`src/hw/acr_map.svh`:
```
/*
  Offsets, field positions and reset values of the bias and channel 1 bank.
  Assumes inclusion by bare name from the register bank.
*/
`ifndef ACR_MAP_SVH
`define ACR_MAP_SVH

// ----------------------------------------------------------------------
// Page and register offsets
// ----------------------------------------------------------------------
`define ACR_PAGE_CFG      8'h00
`define ACR_OFS_BIAS      8'h3b
`define ACR_OFS_CH1_IN    8'h3c
`define ACR_OFS_CH_GAIN_CODE  8'h3d
`define ACR_OFS_CH1_VOL   8'h3e

// ----------------------------------------------------------------------
// Field positions
// ----------------------------------------------------------------------
`define ACR_BIAS_MSB      6
`define ACR_BIAS_LSB      4
`define ACR_FS_MSB        1
`define ACR_FS_LSB        0
`define ACR_INTYP_BIT     7
`define ACR_SRC_MSB       6
`define ACR_SRC_LSB       5
`define ACR_DC_BIT        4
`define ACR_IMP_MSB       3
`define ACR_IMP_LSB       2
`define ACR_ENH_BIT       0
`define ACR_GAIN_MSB      7
`define ACR_GAIN_LSB      2

// ----------------------------------------------------------------------
// Reset values and limits
// ----------------------------------------------------------------------
`define ACR_RST_BIAS      3'h0
`define ACR_RST_FS        2'h0
`define ACR_RST_CH1_IN    8'h00
`define ACR_RST_GAIN      6'h00
`define ACR_RST_VOL       8'hc9
`define ACR_GAIN_MAX      6'h2a

`endif

```
`src/hw/acr_pkg.sv`:
```
/*
  Types shared by the bias and channel 1 register bank.
  Assumes acr_map.svh is on the include path.
*/
package acr_pkg;

  typedef enum logic [2:0] {
    ACR_BIAS_VREF       = 3'b000,
    ACR_BIAS_VREF_X1096 = 3'b001,
    ACR_BIAS_AVDD       = 3'b110,
    ACR_BIAS_NONE       = 3'b111
  } acr_bias_t;

  typedef enum logic [1:0] {
    ACR_FS_2V75  = 2'b00,
    ACR_FS_2V5   = 2'b01,
    ACR_FS_1V375 = 2'b10,
    ACR_FS_NONE  = 2'b11
  } acr_fs_t;

  typedef enum logic [1:0] {
    ACR_SRC_DIFF = 2'b00,
    ACR_SRC_SE   = 2'b01,
    ACR_SRC_PDM  = 2'b10,
    ACR_SRC_NONE = 2'b11
  } acr_src_t;

  typedef enum logic [1:0] {
    ACR_IMP_2K5  = 2'b00,
    ACR_IMP_10K  = 2'b01,
    ACR_IMP_20K  = 2'b10,
    ACR_IMP_NONE = 2'b11
  } acr_imp_t;

  // Decoded settings handed to the analog and digital channel logic.
  typedef struct packed {
    acr_bias_t   mic_bias_select;
    acr_fs_t     full_scale_select;
    logic        line_input;
    acr_src_t    ch_input_source;
    logic        dc_coupled;
    acr_imp_t    ch_impedance_select;
    logic        range_enhancer_on;
    logic        auto_gain_ctrl_on;
    logic [5:0]  gain_db;
    logic        gain_reserved;
    logic [7:0]  volume_code;
  } acr_ctrl_t;

endpackage

```
`src/hw/acr_field_reg.sv`:
```
/*
  One writable register field with a fixed reset value.
  Assumes the write enable and data come from the same clock domain.
*/
`timescale 1ns/1ps
module acr_field_reg #(
  parameter int          WIDTH = 1,
  parameter logic [WIDTH-1:0] RESET = '0
) (
  // Clock and reset
  input  wire logic             clk_sys,
  input  wire logic             rst_n,
  // Write side
  input  wire logic             wr_en,
  input  wire logic [WIDTH-1:0] wr_data,
  // Stored value
  output logic      [WIDTH-1:0] value
);

  always_ff @(posedge clk_sys) begin
    if (!rst_n) begin
      value <= RESET;
    end else if (wr_en) begin
      value <= wr_data;
    end
  end

endmodule

```
`src/hw/acr_regs.sv`:
```
/*
  Bias, full-scale and channel 1 configuration register bank on page 0.
  Assumes a simple synchronous register port from the control-port decoder
  and the range enhancer / gain control select bit from register 108.
*/
// Summary of operation
// - Bias code 0 reference, 1 reference times 1.096, 6 supply; 2-5 and 7 reserved.
// - Full-scale code 0 2.75 V, 1 2.5 V, 2 1.375 V; 3 reserved.
// - Bit 7 clear means microphone input, set means line input.
// - Source code 0 differential, 1 single-ended, 2 PDM; 3 reserved.
// - Bit 4 selects AC or DC coupling, analog sources only.
// - Impedance code 0 2.5k, 1 10k, 2 20k ohm; 3 reserved; analog only.
// - Bit 0 clear disables both; set enables one, chosen by register 108 bit 3.
// - Gain bits 7..2 give 0 to 42 dB; codes 43 to 63 reserved.
// - Input configuration register at 0x3c page 0, reset all zeros.
// - Volume register at 0x3e page 0, reset 0xc9.
`timescale 1ns/1ps
`include "acr_map.svh"
module acr_regs
  import acr_pkg::*;
(
  // Clock and reset
  input  wire logic       clk_sys,
  input  wire logic       rst_n,
  // Register port
  input  wire logic [7:0] reg_page,
  input  wire logic [7:0] reg_addr,
  input  wire logic       reg_wr_en,
  input  wire logic [7:0] reg_wdata,
  input  wire logic       reg_rd_en,
  output logic      [7:0] reg_rdata,
  output logic            reg_rd_valid,
  // Register 108 bit 3: set picks gain control, clear picks range enhancer
  input  wire logic       enh_agc_select,
  // Decoded settings
  output acr_ctrl_t       ctrl
);

  // ----------------------------------------------------------------------
  // Address decode
  // ----------------------------------------------------------------------
  logic       page_hit;
  logic       wr_bias;
  logic       wr_in;
  logic       wr_gain;
  logic       wr_vol;
  logic [2:0] bias_q;
  logic [1:0] fs_q;
  logic [7:0] in_cfg_q;
  logic [5:0] gain_q;
  logic [7:0] vol_q;
  logic [7:0] in_cfg_wr;

  assign page_hit = (reg_page == `ACR_PAGE_CFG);
  assign wr_bias  = reg_wr_en && page_hit && (reg_addr == `ACR_OFS_BIAS);
  assign wr_in    = reg_wr_en && page_hit && (reg_addr == `ACR_OFS_CH1_IN);
  assign wr_gain  = reg_wr_en && page_hit && (reg_addr == `ACR_OFS_CH_GAIN_CODE);
  assign wr_vol   = reg_wr_en && page_hit && (reg_addr == `ACR_OFS_CH1_VOL);

  // Bit 1 is reserved and never stored.
  assign in_cfg_wr = {reg_wdata[7:2], 1'b0, reg_wdata[0]};

  // ----------------------------------------------------------------------
  // Storage: only field bits are kept
  // ----------------------------------------------------------------------
  acr_field_reg #(.WIDTH(3), .RESET(`ACR_RST_BIAS)) u_bias (
    .clk_sys (clk_sys),
    .rst_n   (rst_n),
    .wr_en   (wr_bias),
    .wr_data (reg_wdata[`ACR_BIAS_MSB:`ACR_BIAS_LSB]),
    .value   (bias_q)
  );

  acr_field_reg #(.WIDTH(2), .RESET(`ACR_RST_FS)) u_fs (
    .clk_sys (clk_sys),
    .rst_n   (rst_n),
    .wr_en   (wr_bias),
    .wr_data (reg_wdata[`ACR_FS_MSB:`ACR_FS_LSB]),
    .value   (fs_q)
  );

  acr_field_reg #(.WIDTH(8), .RESET(`ACR_RST_CH1_IN)) u_in (
    .clk_sys (clk_sys),
    .rst_n   (rst_n),
    .wr_en   (wr_in),
    .wr_data (in_cfg_wr),
    .value   (in_cfg_q)
  );

  acr_field_reg #(.WIDTH(6), .RESET(`ACR_RST_GAIN)) u_gain (
    .clk_sys (clk_sys),
    .rst_n   (rst_n),
    .wr_en   (wr_gain),
    .wr_data (reg_wdata[`ACR_GAIN_MSB:`ACR_GAIN_LSB]),
    .value   (gain_q)
  );

  acr_field_reg #(.WIDTH(8), .RESET(`ACR_RST_VOL)) u_vol (
    .clk_sys (clk_sys),
    .rst_n   (rst_n),
    .wr_en   (wr_vol),
    .wr_data (reg_wdata),
    .value   (vol_q)
  );

  // ----------------------------------------------------------------------
  // Read path: unmapped addresses and other pages read zero
  // ----------------------------------------------------------------------
  logic [7:0] rdata_next;
  logic [7:0] rd_addr_reg;

  always_comb begin
    rdata_next = 8'h00;
    if (page_hit) begin
      case (reg_addr)
        `ACR_OFS_BIAS:     rdata_next = {1'b0, bias_q, 2'b00, fs_q};
        `ACR_OFS_CH1_IN:   rdata_next = in_cfg_q;
        `ACR_OFS_CH_GAIN_CODE: rdata_next = {gain_q, 2'b00};
        `ACR_OFS_CH1_VOL:  rdata_next = vol_q;
        default:           rdata_next = 8'h00;
      endcase
    end
  end

  always_ff @(posedge clk_sys) begin
    if (!rst_n) begin
      reg_rdata    <= 8'h00;
      reg_rd_valid <= 1'b0;
      rd_addr_reg  <= 8'h00;
    end else begin
      reg_rd_valid <= reg_rd_en;
      if (reg_rd_en) begin
        reg_rdata   <= rdata_next;
        rd_addr_reg <= page_hit ? reg_addr : 8'h00;
      end
    end
  end

  // ----------------------------------------------------------------------
  // Decode of fields into settings
  // ----------------------------------------------------------------------
  acr_ctrl_t ctrl_next;
  logic      analog_src;

  assign analog_src = (in_cfg_q[`ACR_SRC_MSB:`ACR_SRC_LSB] == ACR_SRC_DIFF) ||
                      (in_cfg_q[`ACR_SRC_MSB:`ACR_SRC_LSB] == ACR_SRC_SE);

  always_comb begin
    ctrl_next = '0;
    case (bias_q)
      3'h0:    ctrl_next.mic_bias_select = ACR_BIAS_VREF;
      3'h1:    ctrl_next.mic_bias_select = ACR_BIAS_VREF_X1096;
      3'h6:    ctrl_next.mic_bias_select = ACR_BIAS_AVDD;
      default: ctrl_next.mic_bias_select = ACR_BIAS_NONE;
    endcase
    ctrl_next.full_scale_select = acr_fs_t'(fs_q);
    ctrl_next.line_input        = in_cfg_q[`ACR_INTYP_BIT];
    ctrl_next.ch_input_source   = acr_src_t'(in_cfg_q[`ACR_SRC_MSB:`ACR_SRC_LSB]);
    // Coupling and impedance mean nothing on the PDM path.
    ctrl_next.dc_coupled = analog_src && in_cfg_q[`ACR_DC_BIT];
    ctrl_next.ch_impedance_select = analog_src ?
        acr_imp_t'(in_cfg_q[`ACR_IMP_MSB:`ACR_IMP_LSB]) : ACR_IMP_NONE;
    ctrl_next.range_enhancer_on = in_cfg_q[`ACR_ENH_BIT] && !enh_agc_select;
    ctrl_next.auto_gain_ctrl_on = in_cfg_q[`ACR_ENH_BIT] && enh_agc_select;
    // A reserved gain code applies no gain rather than an undefined one.
    ctrl_next.gain_reserved = (gain_q > `ACR_GAIN_MAX);
    ctrl_next.gain_db       = ctrl_next.gain_reserved ? 6'h00 : gain_q;
    ctrl_next.volume_code   = vol_q;
  end

  always_ff @(posedge clk_sys) begin
    if (!rst_n) begin
      ctrl                 <= '0;
      ctrl.volume_code     <= `ACR_RST_VOL;
    end else begin
      ctrl <= ctrl_next;
    end
  end
endmodule

```
`config.mk`:
```
export PLATFORM = sky130hd
export DESIGN_NAME = acr_regs
export DESIGN_NICKNAME = d
export VERILOG_FILES = /design/src/hw/acr_pkg.sv /design/src/hw/acr_field_reg.sv /design/src/hw/acr_regs.sv
export VERILOG_INCLUDE_DIRS = /design/src /design/src/hw
export SDC_FILE = /design/constraint.sdc
export NUM_CORES = 1
export LEC_CHECK = 0
export BUFFER_PORTS_ARGS = -buffer_cell sky130_fd_sc_hd__buf_2
export CORE_ASPECT_RATIO = 0.9
export CORE_MARGIN = 2
export CORE_UTILIZATION = 51
export CTS_CLUSTER_SIZE = 10
export DETAILED_ROUTE_END_ITERATION = 10
export PLACE_DENSITY = 0.86
export SYNTH_ARGS = -nofsm -noshare
export SYNTH_HDL_FRONTEND = slang
export SYNTH_SLANG_ARGS = --single-unit
```
`constraint.sdc`:
```
create_clock -name clk_sys -period 1.9 [get_ports clk_sys]
set_clock_uncertainty 0.05 [all_clocks]
set_input_delay 0.38 -clock clk_sys [delete_from_list [all_inputs] [get_ports clk_sys]]
set_output_delay 0.38 -clock clk_sys [all_outputs]
set_load 0.01 [all_outputs]
```
# Word-level counts from Yosys, hierarchy flattened
# Cells that the tools add are included.
[totals] regBits=63 input_bits=29 word_cells=45
[classes] magnitude_cmp=1 reduce_logical=14 eq_ne=7 n_bitwise=1 muxes=4
[op_table] op="$eq A8 B6 Y1 const B" n=4
[op_table] op="$pmux W8 S4" n=1
[op_table] op="$pmux W3 S3" n=1
[op_table] op="$logic_and A1 B1 Y1" n=8
[op_table] op="$logic_not A8 Y1" n=1
[op_table] op="$mux W8" n=1
[op_table] op="$gt A6 B6 Y1 const B" n=1
[op_table] op="$eq A3 B1 Y1 const B" n=1
[op_table] op="$eq A3 B3 Y1 const B" n=1
[op_table] op="$logic_not A3 Y1" n=1
[op_table] op="$eq A2 B1 Y1 const B" n=1
[op_table] op="$logic_not A2 Y1" n=1
[op_table] op="$mux W2" n=1
[op_table] op="$reduce_or A2 Y1" n=1
[op_table] op="$logic_not A1 Y1" n=1
[op_table] op="$logic_or A1 B1 Y1" n=1
[op_table] op="$not A1 Y1" n=1

# Logic depth before layout (Yosys ltp)
[depth] word_depth=3 mapped_depth=6 ltp_nobuf=4

# Hierarchy
# Synthesis repeated with hierarchy kept, for this count alone.
[hier_totals] cells_unflattened=232 area_unflattened_um2=2448.6
[modules_own_cells] mod="acr_regs" cells_each=148 area_each_um2=1445.1 n_inst=1
[modules_own_cells] mod="acr_field_reg (u_in)" cells_each=25 area_each_um2=301.5 n_inst=1
[modules_own_cells] mod="acr_field_reg (u_vol)" cells_each=25 area_each_um2=291.5 n_inst=1
[modules_own_cells] mod="acr_field_reg (u_gain)" cells_each=19 area_each_um2=229.0 n_inst=1
[modules_own_cells] mod="acr_field_reg (u_bias)" cells_each=9 area_each_um2=108.9 n_inst=1
[modules_own_cells] mod="acr_field_reg (u_fs)" cells_each=6 area_each_um2=72.6 n_inst=1

# Worst setup path after synthesis
# No wires, ideal clock.
[synth_path] kind="in2reg" startpoint="input reg_page[5]" endpoint="register u_gain.value[2]" required_time_ns=1.778 t_arrival_ns=1.542 path_slack_ns=0.237 stages=6 setup_ns=0.072 cell_sequence="nor4_4 -> and4_2 -> buf_2 -> and2_1 -> buf_4 -> mux2i_1"
[synth_between] elab_chain_cells=3
[synth_lines] element="start: declaration" line="acr_regs.sv:26" rtl="input wire logic [7:0] reg_page,"
[synth_lines] element="$logic_not A8 Y1 (no line)"
[synth_lines] element="$logic_and A1 B1 Y1 (2 in series)" line="acr_regs.sv:57" rtl="assign wr_gain = reg_wr_en && page_hit && (reg_addr == `ACR_OFS_CH_GAIN_CODE);"
[synth_lines] element="end signal: assignment" line="acr_field_reg.sv:24" rtl="value <= wr_data;"
[synth_lines] element="end: declaration" line="acr_field_reg.sv:17" rtl="output logic [WIDTH-1:0] value"
# Every way passes these cells.
# A chain may end at the register's enable or synchronous reset.

# Worst setup path after layout
[layout_path] startpoint="input reg_page[5]" endpoint="register u_gain.value[4]"
# Same word-level chain as after synthesis.

==> results.md <==
* Run status: complete, no violations
* Initial Util at 0.525
* Post-DR vias/cell at roughly 5.1
* Hold Path Class: in -> reg
* Die ar. at about 5000 µm²
* Synth warn at 0
* Cell chain of the critical path: buf_2 > nor4_4 > and4_2 > and2_1 > buf_12 > mux2i_1
* First-pass DRT Iterations at 4
* GPL Wtd Cong at between 0.8 and 0.9
* Layout cells sized above 1 at 0.304
* Post-synthesis sequential area ratio at 0.537
* GRT Overall Usage at 0.225
* CTS tree: done
* CP Capture Type: flop
* Slowest-stage cell, CP: nor4_4
* Netlist cell types at 35
* # clock sinks at 62
* Number of global-route vias before repair at 1743
* Fin crit share at 0.774
* Post-Place Cells at ~360
* Worst R2R Setup Slack at just under 0.6 ns
* Tightest Pin Transition at just under 0.5 ns
* Pin count of the biggest net entering global routing at 39
* Crit path buffers/inverters at 2
* R2R Path End: ctrl[10]$_SDFF_PP0_
* Resize count post-CTS at 0
* First-pass GRT wire length at between 8 and 9 mm
* Post-layout instance area at roughly 2900 µm²
* Reg2reg start: u_gain.value[1]$_SDFFE_PN0P_
* Final hold vios at 0
* End point of the worst hold path: ctrl[16]$_SDFF_PN0_
* Pins over their slew limit at 0
* Fmax at slightly below 0.7 GHz
* RSZ-0062 raised after global routing: no
* Mapped Area at 2310 µm²
* DRC viols at 0
* Yosys reg bits at 62
* Final WL at 5.40 mm
* Leakage at around 0.0014 µW
* Hold_ws at about 0.17 ns
* H-tree depth at 3
* Core ar. at between 4000 and 5000 µm²
* Chip Height at roughly 68 µm
* Power Density at 845 nW/µm²
* I/O Buffers at 65
* Peak VDD IR at between 0.3 and 0.4 mV
* Nets at 337
* Area grow syn2layout at 25.9%
* Hold-fix buffers, CTS at 0
* N_diodes at 0
* CTS clk-pin slew, worst paths at approximately 0.060 ns
* Critical path class: in -> reg
* Fin cells at 375
* Arr. time, crit path at roughly 1.7 ns
* Post-layout min period at between 1 and 1.5 ns
* DR vias at 1902
* Mapped Nets at 264
* CP required at around 2.1 ns
* Iteration-0 DRC Markers at 89
* Hold path cells at 2
* Cell count after synthesis at roughly 240
* Clock root buffer: clkbuf_8
* Gr ovfl total at 0
* Worst slew margin at 0.673
* CP max FO at 6
* Post-DP HPWL at ~3.9 mm
* Startpoint types: primary input
* Die W at around 75 µm
* IO Count at between 60 and 70
* Core Util, Final at 0.662
* Syn Area/Cell at around 9.8 µm²
* Dpl cell area at ~2700 µm²
* Worst Reg-to-Reg Cells at 4
* Hold Startpoint: enh_agc_select
* Max incr delay on CP at ~0.38 ns
* Clk_lat worst skew at about 0.33 ns
* MaxCap Viol Count at 0
* CP top delay family: simple AND/OR/NAND/NOR gates
* Setup_tns at 0 ns
* DR WL/cell at around 14 µm
* Antenna violations before repair at 0
* Clock Path Buffers at 2
* Post-route ant nets at 0
* Row count at 23
* Total CTS buffers at 9
* Final setup vio count at 0
* Post-CTS setup buffer count at 0
-- cells by family (layout without fill, tap and decap cells) --
logic type,count (synthesis),count (layout),share of synthesized area
mux,23,23,0.102
compound gates,42,42,0.111
flops,62,62,0.537
simple gates,93,93,0.216
buf+inv,14,92,0.0303
xor+xnor,1,1,0.00379
-- Yosys cell counts (all sizes together) --
cell / n / share of area
a21o: 2 / 0.0065
a21oi: 5 / 0.011
a22o: 6 / 0.023
a22oi: 3 / 0.0097
a32oi: 1 / 0.0038
and2: 14 / 0.038
and3: 2 / 0.0054
and4: 1 / 0.0043
and4b: 1 / 0.0043
and4bb: 1 / 0.0054
buf: 5 / 0.016
clkbuf: 5 / 0.0081
dfxtp: 62 / 0.54
inv: 4 / 0.0065
mux2: 4 / 0.019
mux2i: 19 / 0.082
nand2: 38 / 0.062
nand2b: 6 / 0.016
nand3: 1 / 0.0022
nand4: 2 / 0.012
nand4b: 1 / 0.0038
nor2: 12 / 0.019
nor2b: 5 / 0.014
nor3: 6 / 0.015
nor3b: 1 / 0.0032
nor4: 1 / 0.0092
o21ai: 22 / 0.048
o2bb2ai: 1 / 0.0038
o31ai: 2 / 0.0065
or3: 1 / 0.0027
xor2: 1 / 0.0038
-- metal layers --
metal  wire length [µm]  part of all wire  GRT usage
met4                138             0.026      0.138
met1               2350              0.43      0.275
met2               2560              0.47      0.359
met3                353             0.065     0.0515
met5                  0                 0          0
-- power breakdown --
group          internal, µW  switching (µW)
Combinational          40.3            71.1
Sequential             1300           0.185
Clock                   576             472
-- cell usage in the layout, fill, tap and decap left out, types with 2 or more instances in the layout --
master,instances
a21o_1,2
a21oi_1,5
a22o_1,6
a22oi_1,3
and2_1,14
and3_1,2
buf_2,65
buf_4,6
clkbuf_8,12
clkinv_2,2
dfxtp_1,62
inv_1,4
mux2_2,4
mux2i_1,19
nand2_1,38
nand2b_1,6
nor2_1,12
nor2b_1,5
nor3_1,5
o21ai_0,22
o31ai_1,2
-- cell type report --
type | instances | area [µm²]
Timing Repair Buffer | 72 | 390
Fill cell | 390 | 1490
Sequential cell | 62 | 1240
Clock buffer | 13 | 169
Inverter | 4 | 15.0
Clock inverter | 3 | 17.5
Multi-Input combinational cell | 159 | 1000
Tap cell | 62 | 77.6
-- how the worst max path moves through the flow --
stage / start / endpoint / slack, ns / depth (start not counted)
5_1_grt: reg_page[5] / u_in.value[7]$_SDFFE_PN0P_ / 0.33 / 6
4_1_cts: reg_page[5] / u_gain.value[4]$_SDFFE_PN0P_ / 0.43 / 6
3_3_place_gp: reg_page[5] / u_in.value[5]$_SDFFE_PN0P_ / 0.13 / 6
2_1_floorplan: reg_page[5] / u_gain.value[2]$_SDFFE_PN0P_ / 0.24 / 6
3_5_place_dp: reg_page[5] / u_gain.value[4]$_SDFFE_PN0P_ / 0.08 / 6
6_report: reg_page[5] / u_gain.value[4]$_SDFFE_PN0P_ / 0.43 / 6
-- metrics by stage --
step                      setup slack (ns)  total power [µW]
final                                0.429              2460
after global routing                 0.332              2540
after CTS                            0.429              2470
after detailed placement            0.0784              1440
after global placement               0.130              1440
after floorplan                      0.237              1380
-- state kept, by name, indices dropped and copies added (netlist names) --
register and count:
ctrl 27, reg_rdata 8, u_vol.value 8, u_in.value 7
u_gain.value 6, u_bias.value 3, u_fs.value 2, reg_rd_valid 1
(Power assumes the default switching activity.)
